`src/hdl/mxbar_pkg.sv`:
```
// Package with shared constants and types for the crossbar switch
package mxbar_pkg;
   localparam int MXBAR_ADDR_W = 32; // Address path width
   localparam int MXBAR_DATA_W = 32; // Data path width
   localparam int MXBAR_NUM_M = 3; // Master port count
   localparam int MXBAR_NUM_S = 3; // Slave port count
   localparam int MXBAR_PRIO_W = 2; // Priority field width
   localparam logic [1:0] MXBAR_LAST_RST = 2'h2; // Pointer reset: last master granted
   localparam logic [1:0] MXBAR_NONE = 2'h3; // No owner code
   localparam logic [1:0] MXBAR_FLASH_S = 2'h0; // Slave index of internal flash
   localparam logic [1:0] MXBAR_IFETCH_M = 2'h0; // Master index of instruction side
   // Per-slave arbitration states, one-hot
   typedef enum logic [1:0] {
      MXBAR_IDLE = 2'b01,
      MXBAR_BUSY = 2'b10
   } mxbar_arb_type;
endpackage

```
`src/hdl/mxbar_switch.sv`:
```
// Crossbar switch: three masters, three slaves, priority plus round-robin arbitration
//
// Overview of operation
// - Three masters, three slaves, parallel connections.
// - Address and data paths are 32 bits.
// - Two transfers at most; one is flash fetch.
// - Highest priority requester wins the slave.
// - Losers wait until the owner finishes.
// - Equal priority rotates after last granted master.
//
// Structure
// One arbiter per slave port, idle or busy, all held in one packed state.
// An idle port scans the masters that address it, starting after the one
// granted last, and keeps the first requester of the highest priority.
// Only a strictly higher priority replaces the current pick, so equal
// priorities keep the rotation order.
// A busy port holds the owner's address, write data and direction latched at grant,
// and waits for the slave's done pulse.
// On done the owner sees its own done pulse with the read data and loses
// its grant; it must drop its request in that cycle, or it may be
// granted again at the next edge.
// Masters that lose stay ungranted and are scanned again every cycle.
//
// Concurrency
// Slave 0 is the internal flash and master 0 the instruction side.
// With one transfer running, a second one may start only if one of the
// two is an instruction fetch by master 0 from slave 0.
// With two transfers running, no further request is granted.
`timescale 1ns/1ps
module mxbar_switch
   import mxbar_pkg::*;
(
   // Clock and reset
   input wire logic core_clk,
   input wire logic rst_b,
   // Master side requests
   input wire logic [MXBAR_NUM_M-1:0] m_req,
   input wire logic [MXBAR_NUM_M-1:0] m_ifetch,
   input wire logic [MXBAR_NUM_M-1:0] m_write,
   input wire logic [MXBAR_NUM_M*2-1:0] m_sel,
   input wire logic [MXBAR_NUM_M*MXBAR_PRIO_W-1:0] m_prio,
   input wire logic [MXBAR_NUM_M*MXBAR_ADDR_W-1:0] m_addr,
   input wire logic [MXBAR_NUM_M*MXBAR_DATA_W-1:0] m_wdata,
   // Master side answers
   output logic [MXBAR_NUM_M-1:0] m_grant,
   output logic [MXBAR_NUM_M-1:0] m_done,
   output logic [MXBAR_NUM_M*MXBAR_DATA_W-1:0] m_rdata,
   // Slave side requests
   output logic [MXBAR_NUM_S-1:0] s_req,
   output logic [MXBAR_NUM_S-1:0] s_write,
   output logic [MXBAR_NUM_S*MXBAR_ADDR_W-1:0] s_addr,
   output logic [MXBAR_NUM_S*MXBAR_DATA_W-1:0] s_wdata,
   // Slave side answers
   input wire logic [MXBAR_NUM_S-1:0] s_done,
   input wire logic [MXBAR_NUM_S*MXBAR_DATA_W-1:0] s_rdata
);

   // Whole state of the switch
   // Per-port fields are indexed by slave, per-master fields by master
   typedef struct packed {
      mxbar_arb_type [MXBAR_NUM_S-1:0] arb; // Arbitration state per slave
      logic [MXBAR_NUM_S-1:0][1:0] owner; // Current owner per slave
      logic [MXBAR_NUM_S-1:0][1:0] last; // Last granted master per slave
      logic [MXBAR_NUM_M-1:0] grant; // Grant per master
      logic [MXBAR_NUM_M-1:0] done; // Done pulse per master
      logic [MXBAR_NUM_M*MXBAR_DATA_W-1:0] rdata; // Read data per master
      logic [MXBAR_NUM_S-1:0] req; // Slave request
      logic [MXBAR_NUM_S-1:0] write; // Slave direction
      logic [MXBAR_NUM_S*MXBAR_ADDR_W-1:0] addr; // Slave address
      logic [MXBAR_NUM_S*MXBAR_DATA_W-1:0] wdata; // Slave write data
   } mxbar_state_type;

   // The flops hold state; the comb process below fills next_state
   mxbar_state_type state; // Registered state
   mxbar_state_type next_state; // Next state

   // Next state computation
   // Starts from the held state, so fields that no branch touches keep
   // their value; only the done pulses are cleared every cycle.
   // Working variables carry the running transfer count across the slave
   // loop, so two ports that go busy in one cycle see each other.
   always_comb begin
      logic [1:0] win; // Chosen master
      logic [MXBAR_PRIO_W-1:0] best; // Best priority so far
      logic [1:0] cand; // Candidate master in rotation
      logic found; // A winner was found
      logic [1:0] active; // Transfers in progress
      logic fetch_busy; // Flash fetch in progress
      logic [1:0] om; // Owner master index
      win = MXBAR_NONE;
      best = '0;
      cand = '0;
      found = 1'b0;
      active = '0;
      fetch_busy = 1'b0;
      om = '0;
      next_state = state;
      next_state.done = '0;
      // Count transfers already running
      for (int s = 0; s < MXBAR_NUM_S; s++) begin
         if (state.arb[s] == MXBAR_BUSY) begin
            active = active + 2'h1;
            // A flash transfer of master 0 counts as a fetch only while
            // that master flags it as one
            if (s == int'(MXBAR_FLASH_S) && state.owner[s] == MXBAR_IFETCH_M &&
                m_ifetch[MXBAR_IFETCH_M]) begin
               fetch_busy = 1'b1;
            end
         end
      end
      // Arbitrate each slave port in turn; the flash port comes first,
      // so a fetch claims the second slot before the other ports
      for (int s = 0; s < MXBAR_NUM_S; s++) begin
         case (state.arb[s])
            // Look for a new owner
            MXBAR_IDLE: begin
               found = 1'b0;
               win = MXBAR_NONE;
               best = '0;
               // Scan masters starting after the last granted one
               // Only masters that address this port and hold no grant take part
               for (int k = 1; k <= MXBAR_NUM_M; k++) begin
                  cand = 2'((int'(state.last[s]) + k) % MXBAR_NUM_M);
                  if (m_req[cand] && !state.grant[cand] && m_sel[cand*2 +: 2] == 2'(s)) begin
                     // Strictly higher priority replaces, ties keep rotation order
                     if (!found || m_prio[cand*MXBAR_PRIO_W +: MXBAR_PRIO_W] > best) begin
                        win = cand;
                        best = m_prio[cand*MXBAR_PRIO_W +: MXBAR_PRIO_W];
                        found = 1'b1;
                     end
                  end
               end
               // Concurrency limit: one of two transfers must be a flash fetch
               // A blocked winner is not granted and retries next cycle
               if (found) begin
                  if (active >= 2'h2) begin
                     // Both slots taken
                     found = 1'b0;
                  end else if (active == 2'h1 && !fetch_busy) begin
                     // Running transfer is no fetch, so this one must be
                     if (!(s == int'(MXBAR_FLASH_S) && win == MXBAR_IFETCH_M &&
                           m_ifetch[win])) begin
                        found = 1'b0;
                     end
                  end
               end
               // Take the port and latch the winner's request
               if (found) begin
                  active = active + 2'h1;
                  if (s == int'(MXBAR_FLASH_S) && win == MXBAR_IFETCH_M && m_ifetch[win]) begin
                     fetch_busy = 1'b1;
                  end
                  next_state.arb[s] = MXBAR_BUSY;
                  next_state.owner[s] = win;
                  next_state.last[s] = win;
                  next_state.grant[win] = 1'b1;
                  next_state.req[s] = 1'b1;
                  next_state.write[s] = m_write[win];
                  next_state.addr[s*MXBAR_ADDR_W +: MXBAR_ADDR_W] =
                     m_addr[win*MXBAR_ADDR_W +: MXBAR_ADDR_W];
                  next_state.wdata[s*MXBAR_DATA_W +: MXBAR_DATA_W] =
                     m_wdata[win*MXBAR_DATA_W +: MXBAR_DATA_W];
               end
            end
            // Hold the connection until the slave completes
            // Other masters addressing this port stay stalled meanwhile
            MXBAR_BUSY: begin
               om = state.owner[s];
               // Release the port, pulse done, return the read word
               if (s_done[s]) begin
                  next_state.arb[s] = MXBAR_IDLE;
                  next_state.owner[s] = MXBAR_NONE;
                  next_state.req[s] = 1'b0;
                  next_state.grant[om] = 1'b0;
                  next_state.done[om] = 1'b1;
                  next_state.rdata[om*MXBAR_DATA_W +: MXBAR_DATA_W] =
                     s_rdata[s*MXBAR_DATA_W +: MXBAR_DATA_W];
               end
            end
            // Recover from an illegal code
            // The port falls back to idle with no owner and no request
            default: begin
               next_state.arb[s] = MXBAR_IDLE;
               next_state.owner[s] = MXBAR_NONE;
               next_state.req[s] = 1'b0;
            end
         endcase
      end
   end

   // State register
   // Reset leaves every port idle with no owner and no request out.
   // The rotation pointer starts at the last master, so master 0 wins
   // the first tie on any port.
   always_ff @(posedge core_clk or negedge rst_b) begin
      if (!rst_b) begin
         for (int s = 0; s < MXBAR_NUM_S; s++) begin
            state.arb[s] <= MXBAR_IDLE;
            state.owner[s] <= MXBAR_NONE;
            state.last[s] <= MXBAR_LAST_RST;
         end
         state.grant <= '0;
         state.done <= '0;
         state.rdata <= '0;
         state.req <= '0;
         state.write <= '0;
         state.addr <= '0;
         state.wdata <= '0;
      end else begin
         state <= next_state;
      end
   end

   // Outputs straight from state flops
   // No output has a combinational path from an input; a master sees
   // its grant right after the edge that took its request.
   assign m_grant = state.grant;
   assign m_done = state.done;
   assign m_rdata = state.rdata;
   assign s_req = state.req;
   assign s_write = state.write;
   assign s_addr = state.addr;
   assign s_wdata = state.wdata;
endmodule

```
`config.mk`:
```
export PLATFORM = sky130hd
export DESIGN_NAME = mxbar_switch
export DESIGN_NICKNAME = d
export VERILOG_FILES = /design/src/hdl/mxbar_pkg.sv /design/src/hdl/mxbar_switch.sv
export SDC_FILE = /design/constraint.sdc
export NUM_CORES = 1
export LEC_CHECK = 0
export BUFFER_PORTS_ARGS = -buffer_cell sky130_fd_sc_hd__buf_4
export CAP_MARGIN = 25
export CELL_PAD_IN_SITES_DETAIL_PLACEMENT = 1
export CELL_PAD_IN_SITES_GLOBAL_PLACEMENT = 2
export CORE_ASPECT_RATIO = 0.7
export CORE_MARGIN = 2
export CORE_UTILIZATION = 34
export CTS_CLUSTER_SIZE = 28
export DETAILED_ROUTE_END_ITERATION = 16
export MAX_ROUTING_LAYER = met4
export PLACE_DENSITY_LB_ADDON = 0.1
export SLEW_MARGIN = 20
export SYNTH_ARGS = -nofsm -noshare
export SYNTH_HDL_FRONTEND = slang
export SYNTH_SLANG_ARGS = --single-unit
```
`constraint.sdc`:
```
create_clock -name core_clk -period 17.1 [get_ports core_clk]
set_clock_uncertainty 0.2 [all_clocks]
set_input_delay 0 -clock core_clk [delete_from_list [all_inputs] [get_ports core_clk]]
set_output_delay 0 -clock core_clk [all_outputs]
set_load 0.01 [all_outputs]
```
# Word-level counts from Yosys, hierarchy flattened
# Cells that the tools add are included.
# word_totals
inputBits,314
out_inout_bits,300
word_cells,383
regBits,318
# op_classes
n_reduce_logical,63
mux,179
n_lt_le_gt_ge,30
add_sub_neg,16
div,9
shift,30
eq_ne,21
n_bitwise,11
# ops
cell,count
$shiftx A96 B8 Y32,6
$mux W99,3
$bwmux W96,3
$mod A32 B3 Y32 const B,9
$shift A32 B34 Y96 const A,3
$shiftx A32 B34 Y96,3
$mux W102,2
$shiftx A6 B4 Y2,18
$mux W103,1
$mux W2,51
$neg A7 Y34,3
$mux W1,76
$lt A2 B3 Y1 const B,15
$bmux W1 S2,22
$logic_and A1 B1 Y1,29
$pmux W2 S2,6
$add A2 B2 Y3 const B,6
$eq A2 B1 Y1 const B,9
$pmux W3 S2,3
$logic_not A1 Y1,17
$or A3 B3 Y3,5
$demux W1 S2,6
$eq A2 B2 Y1 const B,6
$ge A2 B1 Y1 const B,6
13 further kinds,51

# Depth between registers and ports, before layout
# Gate-level depths: netlist (run 1).
# depth
word_depth,45
ltp_mapped,34
ltp_nobuf,30

# Worst setup path before layout (run 1)
# OpenSTA, ideal clock, no wires.
# synth_timing
path_kind,flip-flop to flip-flop
from,reg state[301] in the netlist's numbering
to,reg state (netlist bit s_wdata[56])
path_slack_ns,10.788
required_time_ns,16.775
stages_incl_launch_ff,32
setup_time_ns,0.125
arrival_time_ns,5.987
period_less_slack_ns,6.312
path_buffers,5
path_cell_list,dfstp_2 inv_1 ha_1 clkbuf_1 nor2_1 a21oi_1 o21ai_0 nand2_1 ha_1 nor2b_1 o21ai_0 nand2_1 nand2_1 o21ai_0 ha_1 nor2b_1 o21ai_0 a31o_2 a41o_2 clkbuf_1 buf_1 xnor2_1 inv_1 ha_1 a31oi_1 o21ai_0 a21oi_1 o211ai_1 nor2_1 buf_2 buf_4 mux2_2
# synth_via
elab_chain_cells,36
elab_cells_between_ends,84
cone_classes,add/sub: 3; div: 3; order compare: 3; eq/ne: 1; shift: 6; mux: 47; reduce/logical: 21
# synth_rtl
item,line,rtl
start: declaration,mxbar_switch.sv:74,mxbar_state_type state;
start signal: assignment,mxbar_switch.sv:210,state <= next_state;
branches (longest 32 deep; another with $mod A32 B3 Y32),-,
$mux W1 (*),mxbar_switch.sv:136,if (active >= 2'h2) begin
$mux W1 (*),mxbar_switch.sv:135,if (found) begin
$mux W1 (*),mxbar_switch.sv:114,case (state.arb[s])
$reduce_and A2 Y1 (no line) (*),-,
# Mark *: on every way between the ends. The select of a mux whose other input is x is not followed.
# A chain may end at the register's enable or synchronous reset.

# Final worst setup path (run 1)
# layout_timing
from,reg state (netlist bit m_grant[0])
to,reg state (netlist bit s_addr[77])
# layout_via
elab_chain_cells,42
elab_cells_between_ends,148
cone_classes,add/sub: 1; order compare: 8; eq/ne: 2; shift: 1; mux: 91; reduce/logical: 45
# layout_rtl
item,line,rtl
$bmux W1 S2,mxbar_switch.sv:124,if (m_req[cand] && !state.grant[cand] && m_sel[cand*2 +: 2] == 2'(s)) begin
$mux W1 (not written as such),mxbar_switch.sv:124,
$logic_not A1 Y1,mxbar_switch.sv:124,
$logic_and A1 B1 Y1 (2 in a row),mxbar_switch.sv:124,
$mux W2 or $mux W1 (tied branches),mxbar_switch.sv:124,
$mux W2 or $mux W1 (tied branches),mxbar_switch.sv:114,
$gt A2 B2 Y1 or $logic_not A1 Y1 (tied branches),mxbar_switch.sv:126,if (!found || m_prio[cand*MXBAR_PRIO_W +: MXBAR_PRIO_W] > best) begin
$logic_or A1 B1 Y1,mxbar_switch.sv:126,
(+25 left out),-,
$mux W2,mxbar_switch.sv:114,
$eq A2 B1 Y1,mxbar_switch.sv:139,end else if (active == 2'h1 && !fetch_busy) begin
$logic_and A1 B1 Y1,mxbar_switch.sv:139,
$mux W1,mxbar_switch.sv:139,
$mux W1,mxbar_switch.sv:136,
$mux W1,mxbar_switch.sv:135,
$mux W1,mxbar_switch.sv:114,
$reduce_and A2 Y1 (no line),-,
# Parallel ways exist; a longest one is shown, timed or not. The select of a mux whose other input is x is not followed.

==> results of run 1 <==
cell type report:
| cell class | count | area share, % |
|---|---|---|
| inverter | 40 | 0.480 |
| timing repair buffer | 1173 | 32.5 |
| clock buffer | 59 | 3.62 |
| tap | 829 | 3.32 |
| clock inverter | 7 | 0.240 |
| sequential | 315 | 25.3 |
| antenna | 16 | 0.128 |
| multi-input combinational | 1519 | 34.5 |
stage by stage:
step	util, %	worst slack (ns)	cell area [sq um]
floorplan	-	10.79	21700
global placement	39.2	8.35	24700
detailed placement	39.2	8.65	24800
CTS	49.4	8.64	31200
global route	49.5	7.95	31300
finish	49.5	8.57	31300
routing by layer:
metal  global-route usage, %  up-vias  part of all wire, %
met3                    5.73      237                  5.7
li1                        -     9652                    -
met1                    37.2    11000                   43
met4                    13.4        0                  4.6
met5                       -        -                    0
met2                    48.0      726                   47
what timing repair did:
action                    in CTS  in global routing
buffers inserted               0                  0
hold buffers                 522                  0
hold endpoints to repair     408                  0
cells by family (layout without fill, tap and decap cells):
family | count (synthesis) | after routing | synth area share (%)
other | 0 | 16 | 0
xor gates and xnor gates | 1 | 1 | 0.0404
DFF | 315 | 315 | 36.4
and+or+nand+nor | 425 | 425 | 8.73
buffers and inverters | 518 | 1279 | 14.5
muxes | 312 | 312 | 15.3
adders and majority gates | 50 | 50 | 2.90
AOI/OAI and AO/OA | 731 | 731 | 22.0
registers in the layout, indices dropped and copies added (netlist names):
| register | cells |
|---|---|
| m_rdata | 96 |
| s_addr | 96 |
| s_wdata | 96 |
| state | 18 |
| m_done | 3 |
| m_grant | 3 |
| s_write | 3 |
critical path: cells and delay by family, from the launching register on:
| kind | cells | cell delay [ns] |
|---|---|---|
| AOI/OAI and AO/OA | 12 | 3.36 |
| and+or+nand+nor | 9 | 1.74 |
| muxes | 2 | 0.95 |
| adders and majority gates | 3 | 0.82 |
| buffers and inverters | 1 | 0.77 |
| DFF | 1 | 0.50 |
cells in the final DEF, fill, tap and decap left out, types with 5 or more instances in the layout:
master,count
sky130_fd_sc_hd__clkbuf_8,6
sky130_fd_sc_hd__clkbuf_1,13
sky130_fd_sc_hd__o21ai_0,200
sky130_fd_sc_hd__clkbuf_16,40
sky130_fd_sc_hd__buf_4,648
sky130_fd_sc_hd__nand3_1,12
sky130_fd_sc_hd__mux2_1,10
sky130_fd_sc_hd__dlygate4sd3_1,521
sky130_fd_sc_hd__mux2_4,7
sky130_fd_sc_hd__and2_1,9
sky130_fd_sc_hd__nor2b_1,15
sky130_fd_sc_hd__ha_1,47
sky130_fd_sc_hd__inv_1,40
sky130_fd_sc_hd__a21oi_1,171
sky130_fd_sc_hd__mux2i_1,176
sky130_fd_sc_hd__and3_1,6
sky130_fd_sc_hd__a22oi_1,166
sky130_fd_sc_hd__nor2_1,154
sky130_fd_sc_hd__nand2_1,181
sky130_fd_sc_hd__mux2_2,114
sky130_fd_sc_hd__o2bb2ai_1,130
sky130_fd_sc_hd__dfstp_2,12
sky130_fd_sc_hd__mux2i_4,5
sky130_fd_sc_hd__diode_2,16
sky130_fd_sc_hd__dfrtp_1,303
sky130_fd_sc_hd__o22ai_1,7
worst paths after layout:
check,from,end,slack [ns],cells after the start
worst max-delay path,m_grant[0],s_addr[77],8.57,27
worst min-delay path,s_rdata[64],m_rdata[0],0.03,4
worst max register to register,m_grant[0],s_addr[77],8.57,27
worst min register to register,s_addr[7],s_addr[7],0.28,2
max in group asynchronous,rst_b,s_addr[73],14.69,5
min in group asynchronous,rst_b,s_wdata[68],0.48,4
power groups by stage:
stage	sequential [mW]	clock (mW)	combinational (mW)
6_report	1.12	0.832	3.10
5_1_grt	1.14	0.881	3.32
4_1_cts	1.11	0.850	3.06
3_5_place_dp	1.12	0	2.71
3_3_place_gp	1.11	0	2.65
2_1_floorplan	1.07	0	1.92
==> out/results.txt, run 1 <==
STA classifies the critical path startpoint as a register. After synthesis, the mean cell area works out to 9.22 sq um. The delay of the slowest cell on the worst path came out at 0.81 ns.

TritonCTS built the clock tree. Cell internal power was estimated by the tool at 2.85 mW. The analysis attributes to net switching a power of 2.21 mW. For this run, the number of Yosys warnings is 0. Data on the critical path is required at its endpoint by 17.33 ns. The number of different library cells used by synthesis comes to 72. The routed layout has 21600 vias. After the last flow step, the layout net total stands at 3450.

The kind of end point of the critical path was a register. Number of max-slew violations in the final report: 0. The most used flip-flop cell after synthesis is sky130_fd_sc_hd__dfrtp_1. In the post-synthesis netlist, the biggest area contributors are sky130_fd_sc_hd__dfrtp_1 35%, sky130_fd_sc_hd__buf_4 10%, sky130_fd_sc_hd__mux2i_1 8.3%. The floorplan step defined a core boundary enclosing 0.0631 sq mm. Layout cell share with drive strength beyond 1: 28.1%. The congestion estimate from routability-driven global placement came to 0.863.

The count of instances resized after the clock tree is built was 0; the buffer levels on the longest clock path was 3. Filler cell count in the final layout: 7090. The combinational group share of total power came out at 61.4%. In the finished design, the share of the clock period the worst path needs comes to 49.9%. Derived from the worst setup path, the maximum achievable clock frequency is 117 MHz.

The synthesized design contains 315 register bits. The detailed-route vias per instance is 5.46. The power density over cell area works out to 162 mW/mm^2.

sky130_fd_sc_hd__dfrtp_1 is the most common cell in the netlist. The number of flops mapped to enable cells by yosys is 0, and the post-route total power is 5.05 mW. Ranked by instance count, the synthesized netlist is headed by 303 x sky130_fd_sc_hd__dfrtp_1, 301 x sky130_fd_sc_hd__buf_4, 200 x sky130_fd_sc_hd__o21ai_0. The clock slew at the register clock pins of the worst setup and hold paths is 0.06 ns. The largest net degree at the start of global routing was 100; the number of instances in the placed design was 3353. For the number of instances in the synthesized netlist, the log shows 2352. For this design, the sink count on the clock tree is 315.

The flow ran to the end, and the final reports show no timing, DRC or antenna violations. Across the run, the number of max-cap violations was 0. The die covers 0.0658 sq mm. Detailed placement ended at an HPWL of 60.8 mm.

The proportion of power drawn by the clock network was 16.5%. The tools report the total wirelength of the detailed-routed design as 98.7 mm. After synthesis, the largest area contributor takes up 35.0% of total cell area.

Setup repair after global routing left no endpoint under its margin. In the routed design, unresolved DRC markers number 0. Clock tree synthesis selected as its root buffer the cell sky130_fd_sc_hd__clkbuf_16. The number of nets handed over by synthesis was 2714.

For the wire length of the first global-routing pass, the log shows 148 mm. Slowest cell on the critical path: sky130_fd_sc_hd__a41o_4. The run gives 0.0108 sq mm as the multi-input combinational cell area. Net switching is 43.7% of the power. Summed over all layers, the global routing overflow is 0. The number of buffers inserted by port buffering came out at 611. In this run, flip-flops and latches consume 22.1% of the power. Setup violations remaining at the end of the flow were counted as 0.

The floorplan step set the die height to 215 um. The time the worst path needs with I/O delays and setup works out to 8.53 ns. The detailed router finished its first iteration with 1149 violations. The floorplan has 77 rows.

Before antenna repair, the detailed router went through 5 iterations. Global routing used 30.1% of the available tracks across all layers. The width of the chip came out at 306 um. The area of the mapped netlist came out at 0.0217 sq mm.

In the final layout, flip-flops and latches occupy 0.00790 sq mm. The count of final hold-check violations came out at 0. For the pin with the worst max-slew slack, the measured transition is 1.08 ns.

In this run, CTS created clock tree buffers numbering 39. Data arrives at the worst endpoint at 8.76 ns. After detailed routing, the average wire length per cell comes to 24.9 um. Hold is met by 0.0306 ns. The maximum level of the CTS H-tree is 2. By instance count, the cell type seen most on the critical path is sky130_fd_sc_hd__o21ai_0. In this run the tightest slew margin relative to its limit is 27.3%. The leakage power came out at 14.3 nW. The highest fanout seen on the critical path is 65, and the post-synthesis sequential area ratio is 36.4%. VDD sags by at most 104 uV.

For the number of nets still failing antenna checks after routing, the log shows 0. The initial utilization of the core area, before any placement, comes to 34.3%. Setup total negative slack on the finished layout was measured at 0 ns.

Count of boundary I/O pins: 614. The biggest area contributor in the post-synthesis netlist is sky130_fd_sc_hd__dfrtp_1. The tools report the final non-filler cell total as 3958. The fraction of synthesis flops using an asynchronous set or reset pin was 100%; the via count of the first global-routing pass was 23800. The worst min-delay path category is input pin to register. The initial antenna violation count is 19, and the latest clock arrival within the worst-skew pair is 0.57 ns. The critical path is of the register to register type. Layout overhead on the synthesized area: 44.2%.
Power figures use the tool's default switching activity.
==> run 2: changes to the inputs <==
--- a/config.mk
+++ b/config.mk
@@ -11,7 +11,7 @@
 export CELL_PAD_IN_SITES_GLOBAL_PLACEMENT = 2
 export CORE_ASPECT_RATIO = 0.7
 export CORE_MARGIN = 2
-export CORE_UTILIZATION = 34
+export CORE_UTILIZATION = 29
 export CTS_CLUSTER_SIZE = 28
 export DETAILED_ROUTE_END_ITERATION = 16
 export MAX_ROUTING_LAYER = met4
==> constraint.sdc (replaced) <==
create_clock -name core_clk -period 7.56 [get_ports core_clk]
set_clock_uncertainty 0.2 [all_clocks]
set_input_delay 0 -clock core_clk [delete_from_list [all_inputs] [get_ports core_clk]]
set_output_delay 0 -clock core_clk [all_outputs]
set_load 0.01 [all_outputs]
==> run 2 against run 1 <==
Cell count increased by 4.4%. Utilization decreased by 6.1 points. Critical path depth unchanged. Non-clock buffer count increased by 27. Clock-buffer cell count increased by 5. First-iteration DRC count increased by 4.3%. Combinational power increased by 130%.
==> out/results.txt, run 2 (synthesized netlist as in run 1, its figures left out) <==
The flow ran to the end, and the final reports show no timing, DRC or antenna violations. The critical path startpoint category was a register. After routing, the total negative slack on setup checks comes to 0 ns. The largest net degree at the start of global routing is 71, and the highest fanout seen on the critical path is 56.

For the count of final hold-check violations, the log shows 0. Using the TritonRoute via totals, the vias-per-cell ratio works out to 5.23. The initial antenna violation count came out at 10. The critical path is of the register to register type. The post-route total power was 11.7 mW. TritonCTS built the clock tree.

The detailed router finished its first iteration with 1198 violations. Broken down by cell family, the worst path's largest delay share belongs to compound AO/OA/AOI/OAI gates. The H-tree was split into 2 levels. The run gives 0 as the residual DRC count. The layout overhead on the synthesized area was 47.5%; the arrival time of the worst setup path was 7.30 ns. The wire length of the first global-routing pass came out at 150 mm.

Kind of end point of the critical path: a register. The CTS sink count is 315, and the area enclosed by the die boundary is 0.0770 sq mm. The startpoint of the most critical hold path is s_rdata[74]. Setup repair after global routing left no endpoint under its margin. In this design, the stage delay of the slowest critical-path cell is 0.72 ns. The layout cell share with drive strength beyond 1 is 28.4%, and the width of the chip is 331 um. The clock passes through at most 3 buffers. Leaving out fill and tap cells, the most frequent cells in the layout are 647 x sky130_fd_sc_hd__buf_4, 538 x sky130_fd_sc_hd__dlygate4sd3_1, 303 x sky130_fd_sc_hd__dfrtp_1. For the worst ir drop on vdd, the log shows 313 uV. The total wirelength of the detailed-routed design came out at 101 mm. The number of buffers added by the clock tree synthesis step came out at 41.

For the number of max-slew violations in the final report, the log shows 0. After the last flow step, the layout net total stands at 3479. Once the floorplan was initialized, standard cells occupied 29.4% of the core. The run gives 63.3 mm as the placed wire-length estimate after detailed placement. On the critical path, the stage with the largest delay is an instance of sky130_fd_sc_hd__nor4b_1. The cell depth of the worst min-delay path is 4, and the final worst-path setup slack is 0.524 ns. The floorplan core area is 0.0736 sq mm, and the worst path required time is 7.82 ns.

The number of setup buffers added after CTS is 0. The count of buffers added on input and output ports is 611. The worst path buffer plus inverter count came out at 2.

For hold timing, the worst endpoint is m_rdata[74]. The tool flagged a number of max-cap violations equal to 0. Before CTS, the worst setup slack after placement is 0.651 ns. The setup check on the worst reg-to-reg path leaves a slack of 0.52 ns. The time the worst path needs with I/O delays and setup came out at 7.04 ns. Setup violations remaining at the end of the flow were counted as 0. Routed length per instance: 24.4 um. Most frequent standard cell in the layout excluding fill and tap cells: sky130_fd_sc_hd__buf_4.

After floorplanning, the core was divided into 83 placement rows. The filler cell count in the final layout was 8288; the final non-filler cell total was 4133. For the pin with the worst max-slew slack, the measured transition is 1.01 ns.

The number of instances in the placed design is 3511. The path class of the tightest hold or removal check is input pin to register. The final route contains 21600 vias. The detail route stage leaves a number of antenna-violating nets equal to 0. Measured against its own limit, the worst slew margin works out to 32.5%. The latest clock arrival within the worst-skew pair is 0.58 ns. The via count of the first global-routing pass was 23800; the period utilization was 93.1%.

Dividing total power by cell area gives a power density of 366 mW/mm^2. For the maximum operating frequency, the log shows 142 MHz. Counting stages on the worst path, the most repeated cell is sky130_fd_sc_hd__o21ai_0. The congestion estimate from routability-driven global placement came to 0.888.

The depth of the most critical reg-to-reg path is 27, and the die boundary height is 233 um. In the global route stage, overall resource usage came out at 26.4%. The startpoint of the worst register-to-register path is m_grant[2].

The root buffer cell chosen for the clock tree is sky130_fd_sc_hd__clkbuf_16. Clock-pin slew was measured on the worst setup and hold paths at 0.06 ns. Worst flop-to-flop path endpoint: s_wdata[74].

Total iterations of the first detailed-routing run: 5. The run gives 14.5 nW as the leakage power. For this design the top-level I/O count stands at 614. For this run the aggregate overflow at the end of global routing stands at 0.
run 2: worst max path at each step:
| stage | startpoint | to | slack [ns] | cells after the start |
|---|---|---|---|---|
| after floorplan | state[301] | s_wdata[56] | 1.25 | 31 |
| after global placement | m_grant[0] | s_wdata[68] | 0.77 | 27 |
| after detailed placement | m_grant[0] | s_wdata[74] | 0.65 | 28 |
| after CTS | m_grant[0] | s_wdata[74] | 0.62 | 28 |
| after global routing | state[300] | s_wdata[74] | 0.11 | 31 |
| final | m_grant[2] | s_wdata[74] | 0.52 | 27 |
run 2: report_power, final:
group	internal, mW	switching, mW
combinational	3.28	3.85
sequential	2.20	0.314
clock	1.21	0.842
total	6.70	5.01
run 2: worst register-to-register path: stages (launching register included):
cell and delay (ns):
sky130_fd_sc_hd__dfrtp_1 0.50, sky130_fd_sc_hd__nor4b_1 0.72, sky130_fd_sc_hd__a21oi_1 0.19, sky130_fd_sc_hd__o21ai_0 0.30, sky130_fd_sc_hd__nand2_1 0.14, sky130_fd_sc_hd__ha_1 0.30, sky130_fd_sc_hd__nor2b_1 0.14, sky130_fd_sc_hd__o21ai_0 0.34
sky130_fd_sc_hd__nand2_1 0.11, sky130_fd_sc_hd__nand2_1 0.14, sky130_fd_sc_hd__o21ai_0 0.11, sky130_fd_sc_hd__ha_1 0.30, sky130_fd_sc_hd__nor2b_1 0.13, sky130_fd_sc_hd__o21ai_0 0.30, sky130_fd_sc_hd__a31o_2 0.17, sky130_fd_sc_hd__nand3_2 0.10
sky130_fd_sc_hd__a41o_4 0.32, sky130_fd_sc_hd__xnor2_1 0.23, sky130_fd_sc_hd__inv_1 0.07, sky130_fd_sc_hd__ha_1 0.20, sky130_fd_sc_hd__a31oi_1 0.14, sky130_fd_sc_hd__o21ai_0 0.10, sky130_fd_sc_hd__a21oi_1 0.16, sky130_fd_sc_hd__o211ai_1 0.24
sky130_fd_sc_hd__nor3_2 0.47, sky130_fd_sc_hd__o21ai_4 0.13, sky130_fd_sc_hd__buf_12 0.26, sky130_fd_sc_hd__mux2_1 0.43
run 2: what timing repair did:
item,4_1_cts,5_1_grt
hold buffers,539,0
resized for setup,0,0
endpoints found under the hold margin,566,0
run 2: cell type report:
cell class / instances / area, sq um / share of cell area, %
Antenna cell: 9 / 22.5 / 0.0705
Clock buffer: 64 / 1250 / 3.93
Clock inverter: 9 / 105 / 0.329
Inverter: 40 / 150 / 0.470
Multi-Input combinational cell: 1519 / 10800 / 33.7
Sequential cell: 315 / 7900 / 24.7
Tap cell: 977 / 1220 / 3.82
Timing Repair Buffer: 1200 / 10600 / 33.0
run 2: layer usage:
metal	share of wire (%)	track usage (%)	vias to the layer above
met2	48	42.3	608
met1	44	33.4	11100
li1	-	-	9727
met3	5.3	4.77	189
met5	0	-	-
met4	3.3	8.99	0
run 2: stage by stage:
step,utilization [%],hold slack [ns],cell area [sq um]
after global placement,34.2,-0.215,25100
after detailed placement,34.2,-0.221,25100
after global routing,43.4,0.0138,32000
final,43.4,0.0337,32000
after CTS,43.3,0.000155,31900
after floorplan,-,-0.496,21700
